--- src/hw/cpwm_defines.svh ---
// register offsets, field positions, reset values and timing counts of the compare/pwm unit
// assumes an apb slave with 32-bit data, one aligned word per register
// Notes on behaviour
// - compare mode checks the 16-bit compare pair against the first timer every value
// - code 1000 sets pin on match, 1001 clears it; both set the flag
// - mode code 0000 switches the unit off and resets internal state
// - every compare sub-mode sets the interrupt flag on a match
// - writing zero to the control register forces the compare latch low
// - code 1010 only sets the flag, pin is not controlled
// - code 1011 resets first timer, starts conversion if enabled, pin not controlled
// - trigger asserts during the match; timer clears one clock after the next timer tick
// - special event trigger never sets the timer overflow flag
// - removing the match before the next timer tick cancels the timer reset
// - pwm mode drives a pwm waveform with up to 10-bit duty resolution
// - zero control register releases pin back to the port logic
// - in pwm mode the high duty shadow is read-only
// - pwm period is (period+1) times 4 clocks times the prescale value
// - after timer equals period: clear timer, set pin unless duty zero, load shadow
// - second timer postscaler does not affect pwm period
// - duty is low register msbs plus two fraction bits, latched at period end
// - high time is duty times clock period times prescale value
// - duty double-buffered by shadow plus 2-bit latch, no glitches
// - time base is timer count joined with phase or prescaler bits
// - time base equal to buffered duty drives the pin low
// - duty above period leaves the pin unchanged for the period
// - resolution is log2 of 4 times (period+1), 10 bits at 255
// - sleep freezes the second timer and the pwm logic; pwm pin holds its level, compare matches still act
`ifndef CPWM_DEFINES_SVH
`define CPWM_DEFINES_SVH

`define CPWM_OFF_CTRL     12'h000
`define CPWM_OFF_DUTY_LO  12'h004
`define CPWM_OFF_SHADOW   12'h008
`define CPWM_OFF_PERIOD   12'h00C
`define CPWM_OFF_T2CTRL   12'h010
`define CPWM_OFF_STATUS   12'h014

`define CPWM_CTRL_MODE_LSB 0
`define CPWM_CTRL_FRAC_LSB 4
`define CPWM_T2_ON_BIT     2
`define CPWM_T2_PS_LSB     0
`define CPWM_ST_FLAG_BIT   0
`define CPWM_ST_OVF_BIT    1

`define CPWM_CTRL_RESET    8'h00
`define CPWM_PERIOD_RESET  8'hFF
`define CPWM_PHASES        4

`endif

--- src/hw/cpwm_pkg.sv ---
// types of the compare/pwm unit
// assumes the defines header is compiled alongside
package cpwm_pkg;

    typedef enum logic [1:0] {
        CPWM_CLS_OFF,
        CPWM_CLS_CMP,
        CPWM_CLS_PWM,
        CPWM_CLS_RSV
    } cpwm_class_t;

    typedef struct packed {
        logic       drive;
        logic       level;
    } cpwm_pin_t;

    typedef struct packed {
        logic [1:0] frac;
        logic [3:0] mode;
    } cpwm_ctrl_t;

endpackage

--- src/hw/cpwm_unit.sv ---
// compare and pwm unit with apb register access
// assumes the first timer and the converter live outside; pins handled by port logic
//
// The implementer's own choices: the placing of the registers and register access over APB.
`include "cpwm_defines.svh"

module cpwm_unit #(
    parameter int TW = 16
) (
    input  wire logic          pclk,
    input  wire logic          presetn,
    input  wire logic          psel,
    input  wire logic          penable,
    input  wire logic          pwrite,
    input  wire logic [11:0]   paddr,
    input  wire logic [31:0]   pwdata,
    output logic      [31:0]   prdata,
    output logic               pready,
    output logic               pslverr,
    input  wire logic [TW-1:0] first_timer,
    input  wire logic          first_timer_tick,
    input  wire logic          adc_enabled,
    input  wire logic          sleep,
    output logic               first_timer_reset,
    output logic               adc_start,
    output logic               special_event,
    output logic               pin_level,
    output logic               pin_drive
);

    logic [7:0]    module_control_reg;
    logic [7:0]    compare_low_duty_msbs;
    logic [7:0]    compare_high_duty_shadow;
    logic [1:0]    frac_latch;
    logic [7:0]    period_register;
    logic [2:0]    second_timer_control;
    logic [7:0]    second_timer_count;
    logic [3:0]    presc;
    logic [1:0]    phase;
    logic          module_interrupt_flag;
    logic          timer_overflow_flag;
    logic          cmp_latch;
    logic          seen_match;
    logic          reset_pending;
    logic          pwm_started;

    wire logic [3:0] mode_select_field = module_control_reg[`CPWM_CTRL_MODE_LSB +: 4];
    wire logic [1:0] duty_fraction_bits = module_control_reg[`CPWM_CTRL_FRAC_LSB +: 2];
    wire cpwm_pkg::cpwm_class_t cls =
        (mode_select_field[3:2] == 2'b11) ? cpwm_pkg::CPWM_CLS_PWM :
        (mode_select_field[3:2] == 2'b10) ? cpwm_pkg::CPWM_CLS_CMP :
        (mode_select_field == 4'h0) ? cpwm_pkg::CPWM_CLS_OFF : cpwm_pkg::CPWM_CLS_RSV;
    wire logic is_cmp = (cls == cpwm_pkg::CPWM_CLS_CMP);
    wire logic is_pwm = (cls == cpwm_pkg::CPWM_CLS_PWM);
    wire logic run    = !sleep;

    wire logic wr  = psel && penable && pwrite;
    wire logic rd_ok;
    wire logic hit_ctrl   = (paddr == `CPWM_OFF_CTRL);
    wire logic hit_duty   = (paddr == `CPWM_OFF_DUTY_LO);
    wire logic hit_shadow = (paddr == `CPWM_OFF_SHADOW);
    wire logic hit_period = (paddr == `CPWM_OFF_PERIOD);
    wire logic hit_t2     = (paddr == `CPWM_OFF_T2CTRL);
    wire logic hit_status = (paddr == `CPWM_OFF_STATUS);
    assign rd_ok = hit_ctrl | hit_duty | hit_shadow | hit_period | hit_t2 | hit_status;

    // compare pair is the shadow (high) and the low duty register
    wire logic [15:0] cmp_pair = {compare_high_duty_shadow, compare_low_duty_msbs};
    wire logic match = is_cmp && (first_timer == cmp_pair[TW-1:0]);
    wire logic first_hit = match && !seen_match;

    // prescaler: 00 -> 1:1, 01 -> 1:4, 1x -> 1:16
    wire logic [1:0] ps_sel = second_timer_control[`CPWM_T2_PS_LSB +: 2];
    wire logic t2_on = second_timer_control[`CPWM_T2_ON_BIT];
    wire logic [3:0] ps_top = (ps_sel == 2'b00) ? 4'h0 : (ps_sel == 2'b01) ? 4'h3 : 4'hF;
    wire logic ps_wrap = (presc == ps_top);
    wire logic phase_wrap = (phase == 2'(`CPWM_PHASES - 1));
    wire logic t2_inc = run && t2_on && phase_wrap && ps_wrap;
    wire logic period_end = t2_inc && (second_timer_count == period_register);
    wire logic [1:0] low_bits = (ps_sel == 2'b00) ? phase :
                                (ps_sel == 2'b01) ? presc[1:0] : presc[3:2];
    wire logic [9:0] time_base = {second_timer_count, low_bits};
    wire logic [9:0] duty_buf  = {compare_high_duty_shadow, frac_latch};
    wire logic [9:0] duty_new  = {compare_low_duty_msbs, duty_fraction_bits};
    // time base steps every clock at 1:1, otherwise with its low prescaler bits
    wire logic tb_step = run && t2_on &&
                         ((ps_sel == 2'b00) ||
                          (phase_wrap && (ps_sel == 2'b01 || presc[1:0] == 2'h3)));
    wire logic [9:0] next_tb = time_base + 10'h001;
    // clear on the edge that brings the time base to the duty, so high time is exact
    wire logic duty_hit = tb_step && (next_tb == duty_buf);

    // pwm phase and prescaler: the 4 clock phases make the 4x in the period
    always_ff @(posedge pclk or negedge presetn) begin
        if (!presetn) begin
            phase <= 2'h0;
            presc <= 4'h0;
        end else if (run && t2_on) begin
            phase <= phase + 2'h1;
            if (phase_wrap) begin
                presc <= ps_wrap ? 4'h0 : presc + 4'h1;
            end
        end
    end

    always_ff @(posedge pclk or negedge presetn) begin
        if (!presetn) begin
            second_timer_count <= 8'h00;
        end else if (period_end) begin
            second_timer_count <= 8'h00;
        end else if (t2_inc) begin
            second_timer_count <= second_timer_count + 8'h01;
        end
    end

    // register writes; shadow also serves as compare high byte outside pwm
    always_ff @(posedge pclk or negedge presetn) begin
        if (!presetn) begin
            module_control_reg    <= `CPWM_CTRL_RESET;
            compare_low_duty_msbs <= 8'h00;
            period_register       <= `CPWM_PERIOD_RESET;
            second_timer_control  <= 3'h0;
        end else if (wr) begin
            if (hit_ctrl)   module_control_reg    <= pwdata[7:0];
            if (hit_duty)   compare_low_duty_msbs <= pwdata[7:0];
            if (hit_period) period_register       <= pwdata[7:0];
            if (hit_t2)     second_timer_control  <= pwdata[2:0];
        end
    end

    always_ff @(posedge pclk or negedge presetn) begin
        if (!presetn) begin
            compare_high_duty_shadow <= 8'h00;
            frac_latch               <= 2'h0;
        end else if (is_pwm && period_end) begin
            compare_high_duty_shadow <= duty_new[9:2];
            frac_latch               <= duty_new[1:0];
        end else if (wr && hit_shadow && !is_pwm) begin
            compare_high_duty_shadow <= pwdata[7:0];
        end
    end

    // compare side: one action per first equal timer value
    always_ff @(posedge pclk or negedge presetn) begin
        if (!presetn) begin
            seen_match    <= 1'b0;
            reset_pending <= 1'b0;
        end else if (!is_cmp) begin
            seen_match    <= 1'b0;
            reset_pending <= 1'b0;
        end else begin
            seen_match <= match;
            if (first_hit && mode_select_field == 4'hB) begin
                reset_pending <= 1'b1;
            end else if (first_timer_tick || !match) begin
                reset_pending <= 1'b0;
            end
        end
    end

    // flag set wins over a software clear in the same cycle
    wire logic flag_clr = wr && hit_status && pwdata[`CPWM_ST_FLAG_BIT];
    wire logic ovf_clr  = wr && hit_status && pwdata[`CPWM_ST_OVF_BIT];
    always_ff @(posedge pclk or negedge presetn) begin
        if (!presetn) begin
            module_interrupt_flag <= 1'b0;
            timer_overflow_flag   <= 1'b0;
        end else begin
            if (first_hit)
                module_interrupt_flag <= 1'b1;
            else if (flag_clr)
                module_interrupt_flag <= 1'b0;
            if (period_end)
                timer_overflow_flag <= 1'b1;
            else if (ovf_clr)
                timer_overflow_flag <= 1'b0;
        end
    end

    // trigger pulses for the first timer and converter
    always_ff @(posedge pclk or negedge presetn) begin
        if (!presetn) begin
            special_event     <= 1'b0;
            adc_start         <= 1'b0;
            first_timer_reset <= 1'b0;
        end else begin
            special_event     <= first_hit && mode_select_field == 4'hB;
            adc_start         <= first_hit && mode_select_field == 4'hB && adc_enabled;
            first_timer_reset <= reset_pending && match && first_timer_tick;
        end
    end

    // pin latch and ownership
    wire logic ctrl_zero_wr = wr && hit_ctrl && (pwdata[7:0] == 8'h00);
    always_ff @(posedge pclk or negedge presetn) begin
        if (!presetn) begin
            cmp_latch   <= 1'b0;
            pwm_started <= 1'b0;
        end else if (ctrl_zero_wr || cls == cpwm_pkg::CPWM_CLS_OFF) begin
            cmp_latch   <= 1'b0;
            pwm_started <= 1'b0;
        end else if (is_cmp) begin
            pwm_started <= 1'b0;
            if (first_hit && mode_select_field == 4'h8) cmp_latch <= 1'b1;
            if (first_hit && mode_select_field == 4'h9) cmp_latch <= 1'b0;
        end else if (is_pwm) begin
            if (period_end) begin
                pwm_started <= 1'b1;
                cmp_latch   <= (duty_new != 10'h000);
            end else if (pwm_started && duty_hit) begin
                cmp_latch   <= 1'b0;
            end
        end
    end

    // only set/clear compare and pwm own the pin; 1010/1011 leave it
    always_ff @(posedge pclk or negedge presetn) begin
        if (!presetn) begin
            pin_drive <= 1'b0;
            pin_level <= 1'b0;
        end else begin
            pin_drive <= (is_cmp && !mode_select_field[1]) || is_pwm;
            pin_level <= cmp_latch;
        end
    end

    // apb: zero wait states; unmapped reads zero with slverr
    always_ff @(posedge pclk or negedge presetn) begin
        if (!presetn) begin
            prdata  <= 32'h0000_0000;
            pready  <= 1'b0;
            pslverr <= 1'b0;
        end else begin
            pready  <= psel && !penable;
            pslverr <= psel && !penable && !rd_ok;
            prdata  <= 32'h0000_0000;
            if (psel && !penable && !pwrite) begin
                if (hit_ctrl)   prdata <= {24'h0, module_control_reg};
                if (hit_duty)   prdata <= {24'h0, compare_low_duty_msbs};
                if (hit_shadow) prdata <= {24'h0, compare_high_duty_shadow};
                if (hit_period) prdata <= {24'h0, period_register};
                if (hit_t2)     prdata <= {29'h0, second_timer_control};
                if (hit_status) prdata <= {22'h0, second_timer_count,
                                           timer_overflow_flag, module_interrupt_flag};
            end
        end
    end

endmodule

--- config.mk ---
export PLATFORM = sky130hd
export DESIGN_NAME = cpwm_unit
export DESIGN_NICKNAME = d
export VERILOG_FILES = /design/src/hw/cpwm_pkg.sv /design/src/hw/cpwm_unit.sv
export VERILOG_INCLUDE_DIRS = /design/src /design/src/hw
export SDC_FILE = /design/constraint.sdc
export NUM_CORES = 1
export LEC_CHECK = 0
export BUFFER_PORTS_ARGS = -buffer_cell sky130_fd_sc_hd__buf_4
export CORE_UTILIZATION = 45
export DETAILED_ROUTE_END_ITERATION = 16
export PLACE_DENSITY = 0.72
export SLEW_MARGIN = 0
export SYNTH_ARGS = -nofsm -noshare
export SYNTH_HDL_FRONTEND = slang
export SYNTH_SLANG_ARGS = --single-unit
export TNS_END_PERCENT = 100
--- constraint.sdc ---
create_clock -name pclk -period 2.7 [get_ports pclk]
set_input_delay 0.405 -clock pclk [delete_from_list [all_inputs] [get_ports pclk]]
set_output_delay 0.405 -clock pclk [all_outputs]
set_load 0.01 [all_outputs]
-- Yosys cells after proc, flatten, opt, wreduce, memory -nomap -nowiden
Cells that the tools add are included.
W data, S select, Z words.
- register bits after elaboration: 96
- bits in latches: 0
- RAM bits: 0
- bits in read-only memories: 0
- input port bits: 68
- output and inout port bits: 39
- word-level logic and storage cells: 154
- memories kept: 0
- $add $sub $neg: 4
- $mul: 0
- div/mod/pow operators: 0
- $lt $le $gt $ge: 0
- eq/ne operators: 21
- shift operators: 0
- multiplexer cells: 38
- bitwise logic cells: 5
- reductions and logical operators: 63
- operators by type and width (kind ; count):
    $mux W32 ; 6
    $mux W8 ; 5
    $logic_and A1 B1 Y1 ; 30
    $eq A12 B4 Y1 const B ; 2
    $eq A12 B5 Y1 const B ; 2
    $mux W1 ; 19
    $eq A16 B16 Y1 ; 1
    $eq A12 B3 Y1 const B ; 1
    $eq A4 B4 Y1 const B ; 3
    $logic_not A12 Y1 ; 1
    $mux W4 ; 3
    $reduce_and A2 Y1 ; 6
    $add A10 B1 Y10 const B ; 1
    $eq A10 B10 Y1 ; 1
    $eq A2 B2 Y1 const B ; 5
    $mux W2 ; 5
    $reduce_bool A10 Y1 ; 1
    $add A8 B1 Y8 const B ; 1
    $eq A8 B8 Y1 ; 1
    $logic_not A1 Y1 ; 8
    $logic_not A8 Y1 ; 1
    $reduce_bool A2 Y1 ; 4
    $reduce_bool A3 Y1 ; 2
    $logic_or A1 B1 Y1 ; 5
    other kinds (11) ; 17

-- Logic depth before layout (Yosys ltp)
- depth in word-level cells: 12
- mapped depth: 12

-- Worst setup path before layout
No wires, ideal clock.
- path type: reg-to-reg
- start point: register second_timer_control[0]
- end point: register cmp_latch
- arrival: 2.613 ns
- data required time: 2.620 ns
- path slack: 0.006 ns
- stages on the path, launching flop included: 10
- path buffers: 0
- period minus slack after synthesis: 2.694 ns
- cells stage by stage: dfrtp_1 mux2_1 mux2_2 ha_1 xnor2_1 o2111ai_1 or4_1 or3_1 a21o_1 o211ai_2
- word-level cells in the longest chain between the ends: 10
- elaborated cells on any way between the ends: 23
- classes of those cells: add/sub (1); eq/ne (3); mux (8); reduce/logical (11)
- RTL lines (element ; line ; source):
    start: declaration ; cpwm_unit.sv:36 ; logic [2:0] second_timer_control;
    start signal: assignment ; cpwm_unit.sv:127 ; if (hit_t2) second_timer_control <= pwdata[2:0];
    branches (longest 10 deep; another with $add A10 B1 Y10) ; - ;
    end signal: assignment ; cpwm_unit.sv:209 ; cmp_latch <= (duty_new != 10'h000);
    end: declaration ; cpwm_unit.sv:42 ; logic cmp_latch;
Several ways; the timed one is not identified. The select of a mux whose other input is x is not followed.
A chain may end at the register's enable or synchronous reset.

-- Worst setup path after layout
Same ends and word-level chain as after synthesis.

==> summary.md <==
| Metric | Value |
|---|---|
| DR pass1 iterations | 5 |
| Crit end category | flip-flop |
| Final cell count without fillers | 600 |
| Cts bufs inserted | 9 |
| Avg Inst Size Synth | between 10 and 15 um^2 |
| Antenna viol nets, final | 0 |
| Die Y | a little under 100 um |
| Biggest register | prdata |
| Final-report hold violation count | 0 |
| I/O pins | around 110 |
| Post-synth top area share | around two fifths |
| Synthesized flop and latch total | 74 |
| Num Clock Sinks | 74 |
| Starting Density | a little under half |
| Max-Cap Viols | 0 |
| Top_reg_cell synth | dfrtp_1 |
| CP Buf/Inv Count | 1 |
| Max Slew Vio Count | 0 |
| Critical Path, Cell by Cell | mux2_4 -> mux2_4 -> ha_4 -> buf_6 -> nor3_2 -> a31oi_1 -> or4_1 -> or3_4 -> a21o_1 -> o211ai_2 |
| Cell Rows | 35 |
| Max stage delay on crit path | roughly 0.5 ns |
| Critical path required time | between 2 and 3 ns |
| Layout area overhead | 20.8% |
| Routed len/inst | between 15 and 20 um |
| RSZ-0062 raised after global routing | true |
| DP Cell Count | 583 |
| Final worst setup slack | 0.0287 ns |
| Slowest cell on the critical path | or4_1 |
| Most used cell, CP | mux2_4 |
| Setup tns final | 0 ns |
| Tot GR Track Use | 22.9% |
| Initial antenna violation count | 0 |
| Skew final | ~0.011 ns |
| Post-synth cell types | 54 |
| GPL Wtd Cong | 0.891 |
| Pre-CTS setup slack | -0.0547 ns |
| Core area | approximately 0.009 mm^2 |
| IO Port Bufs | 60 |
| Async S/R FF share, synth | 100% |
| Clk pin slew, worst setup/hold paths | around 0.08 ns |
| Pleak | roughly 2.5 nW |
| DRC viols | 0 |
| Crit share post-route | a little over nine tenths |
| CP delay by family, top | simple AND/OR/NAND/NOR gates |
| Routed vias/inst | 5.64 |
| Hold Slack | around 0.17 ns |
| Tightest Pin Transition | around 0.94 ns |
| Die width | 99.1 um |
| Largest net degree at the start of global routing | 75 |
| Hold Crit Class | primary input to async pin |
| Antenna cell count | 0 |
| Kind of critical path | flip-flop to flip-flop |
| Clk_lat worst skew | approximately 0.35 ns |
| Max reg flops | 10 |
| Status | finished, final reports clean |
| H-tree depth | 3 |
| Initial DRC count | 263 |
| Worst relative slew slack | ~37% |
| Maximum VDD drop | a little under 0.3 mV |
| Routed vias | roughly 3,400 |
| GR Overflow Total | 0 |
| CTS tree | built |
| Startpoint types | flip-flop |
| Arr. time, crit path | 2.95 ns |
| Share of layout cells above drive strength 1 | 26.8% |
| Root Driver | clkbuf_8 |
| Dpl hpwl | 8070 um |
| Drt total wl | about 11,000 um |
| Die area | slightly below 0.01 mm^2 |
| NumNets Final | 556 |
| Vias in the first global route | roughly 3,300 |
| Synth area leaders | dfrtp_1 (39%), mux2_1 (8.2%), dfstp_2 (5.0%) |
| Syn Inst Count | ~410 |
| Synth Warn # | 0 |
| Post-synth EDFFs | 0 |
| Clock tree buffer depth | 2 |
| Top post-synthesis cells by count | dfrtp_1 (66), nand2_1 (41), mux2_1 (31) |
| Leading area contributor after synthesis | dfrtp_1 |
| Top-count cell post-synth | dfrtp_1 |
| Maximum clock frequency | 374 MHz |
| Endpoints failing setup | 0 |
| First-pass GRT wire length | ~17,000 um |
| Mapped Area | 0.00424 mm^2 |
| Fillers | ~810 |
| Pwr per Cell Area | approximately 440 mW/mm^2 |
| Register area share after synthesis | between 40% and 50% |
| Final critical-path required period | between 2 and 3 ns |
| Crit Path Max Fanout | 3 |
| Design Power | roughly 2.2 mW |
==> final timing paths <==
kind	from	endpoint	slack, ns	depth (start not counted)
min reg2reg	cmp_latch	pin_level	0.43	0
max in group asynchronous	presetn	module_control_reg[6]	1.89	1
min	presetn	pin_level	0.17	1
max	second_timer_control[0]	cmp_latch	0.03	10
min in group pclk	adc_enabled	adc_start	0.26	2
max reg2reg	second_timer_control[0]	cmp_latch	0.03	10
==> metrics by stage <==
step | util [%] | cell area [um^2]
after global placement | 52.7 | 4850
after CTS | 55.4 | 5100
final | 55.7 | 5120
after global routing | 55.7 | 5120
after detailed placement | 52.7 | 4850
after floorplan | - | 4320
==> layout make-up <==
| class | count | area, um^2 | share of cell area [%] |
|---|---|---|---|
| well taps | 111 | 139 | 2.71 |
| inverters | 5 | 23.8 | 0.464 |
| clock buffers | 10 | 138 | 2.69 |
| clock inverters | 6 | 88.8 | 1.73 |
| flip-flops and latches | 74 | 1860 | 36.4 |
| multi-input cells | 309 | 2220 | 43.4 |
| repair buffers | 85 | 646 | 12.6 |
==> placed cells by master (no fill, tap or decap), drive strengths merged, types with 11 or more instances in the layout <==
| master | n |
|---|---|
| conb | 22 |
| nor4 | 12 |
| buf | 85 |
| xnor2 | 21 |
| and3 | 11 |
| nand2 | 41 |
| mux2 | 33 |
| a22oi | 15 |
| o21ai | 18 |
| dfrtp | 66 |
| xor2 | 21 |
| nor2 | 25 |
==> worst reg2reg max path, cell delays in order, from the launching register on <==
cell      delay (ns)
dfrtp_1         0.42
mux2_4          0.31
mux2_4          0.29
ha_4            0.17
buf_6           0.11
nor3_2          0.09
a31oi_1         0.05
or4_1           0.51
or3_4           0.40
a21o_1          0.18
o211ai_2        0.06
==> kinds of logic (layout without fill, tap and decap cells) <==
family          after synthesis  in the layout  share of synthesized area, %
simple gates                144            144                          17.8
other cells                   1             22                        0.0885
fa+ha+maj                     4              4                          1.18
buf+inv                      44            106                          6.23
mux                          42             42                          13.0
compound gates               55             55                          9.12
flops                        74             74                          43.9
xor+xnor                     42             42                          8.68
==> power breakdown <==
group | switching, mW | leakage [nW] | internal, mW | total (mW)
Sequential | 0.00181 | 0.987 | 1.11 | 1.11
Combinational | 0.0858 | 1.42 | 0.0620 | 0.148
Clock | 0.429 | 0.109 | 0.547 | 0.976
==> per-layer routing <==
| metal | vias up | GRT usage, % | part of all wire, % |
|---|---|---|---|
| met4 | 0 | 7.13 | 1.7 |
| li1 | 1567 | - | - |
| met1 | 1663 | 31.4 | 43 |
| met5 | - | 0 | 0 |
| met2 | 134 | 36.9 | 49 |
| met3 | 17 | 4.47 | 6.1 |
==> timing repair <==
item / in CTS / in global routing
hold buffers: 0 / 0
resized for setup: 4 / 4
setup buffers: 0 / 1
endpoints found under the setup margin: 1 / 1
pin swaps: 3 / 6
(Power assumes the default switching activity.)
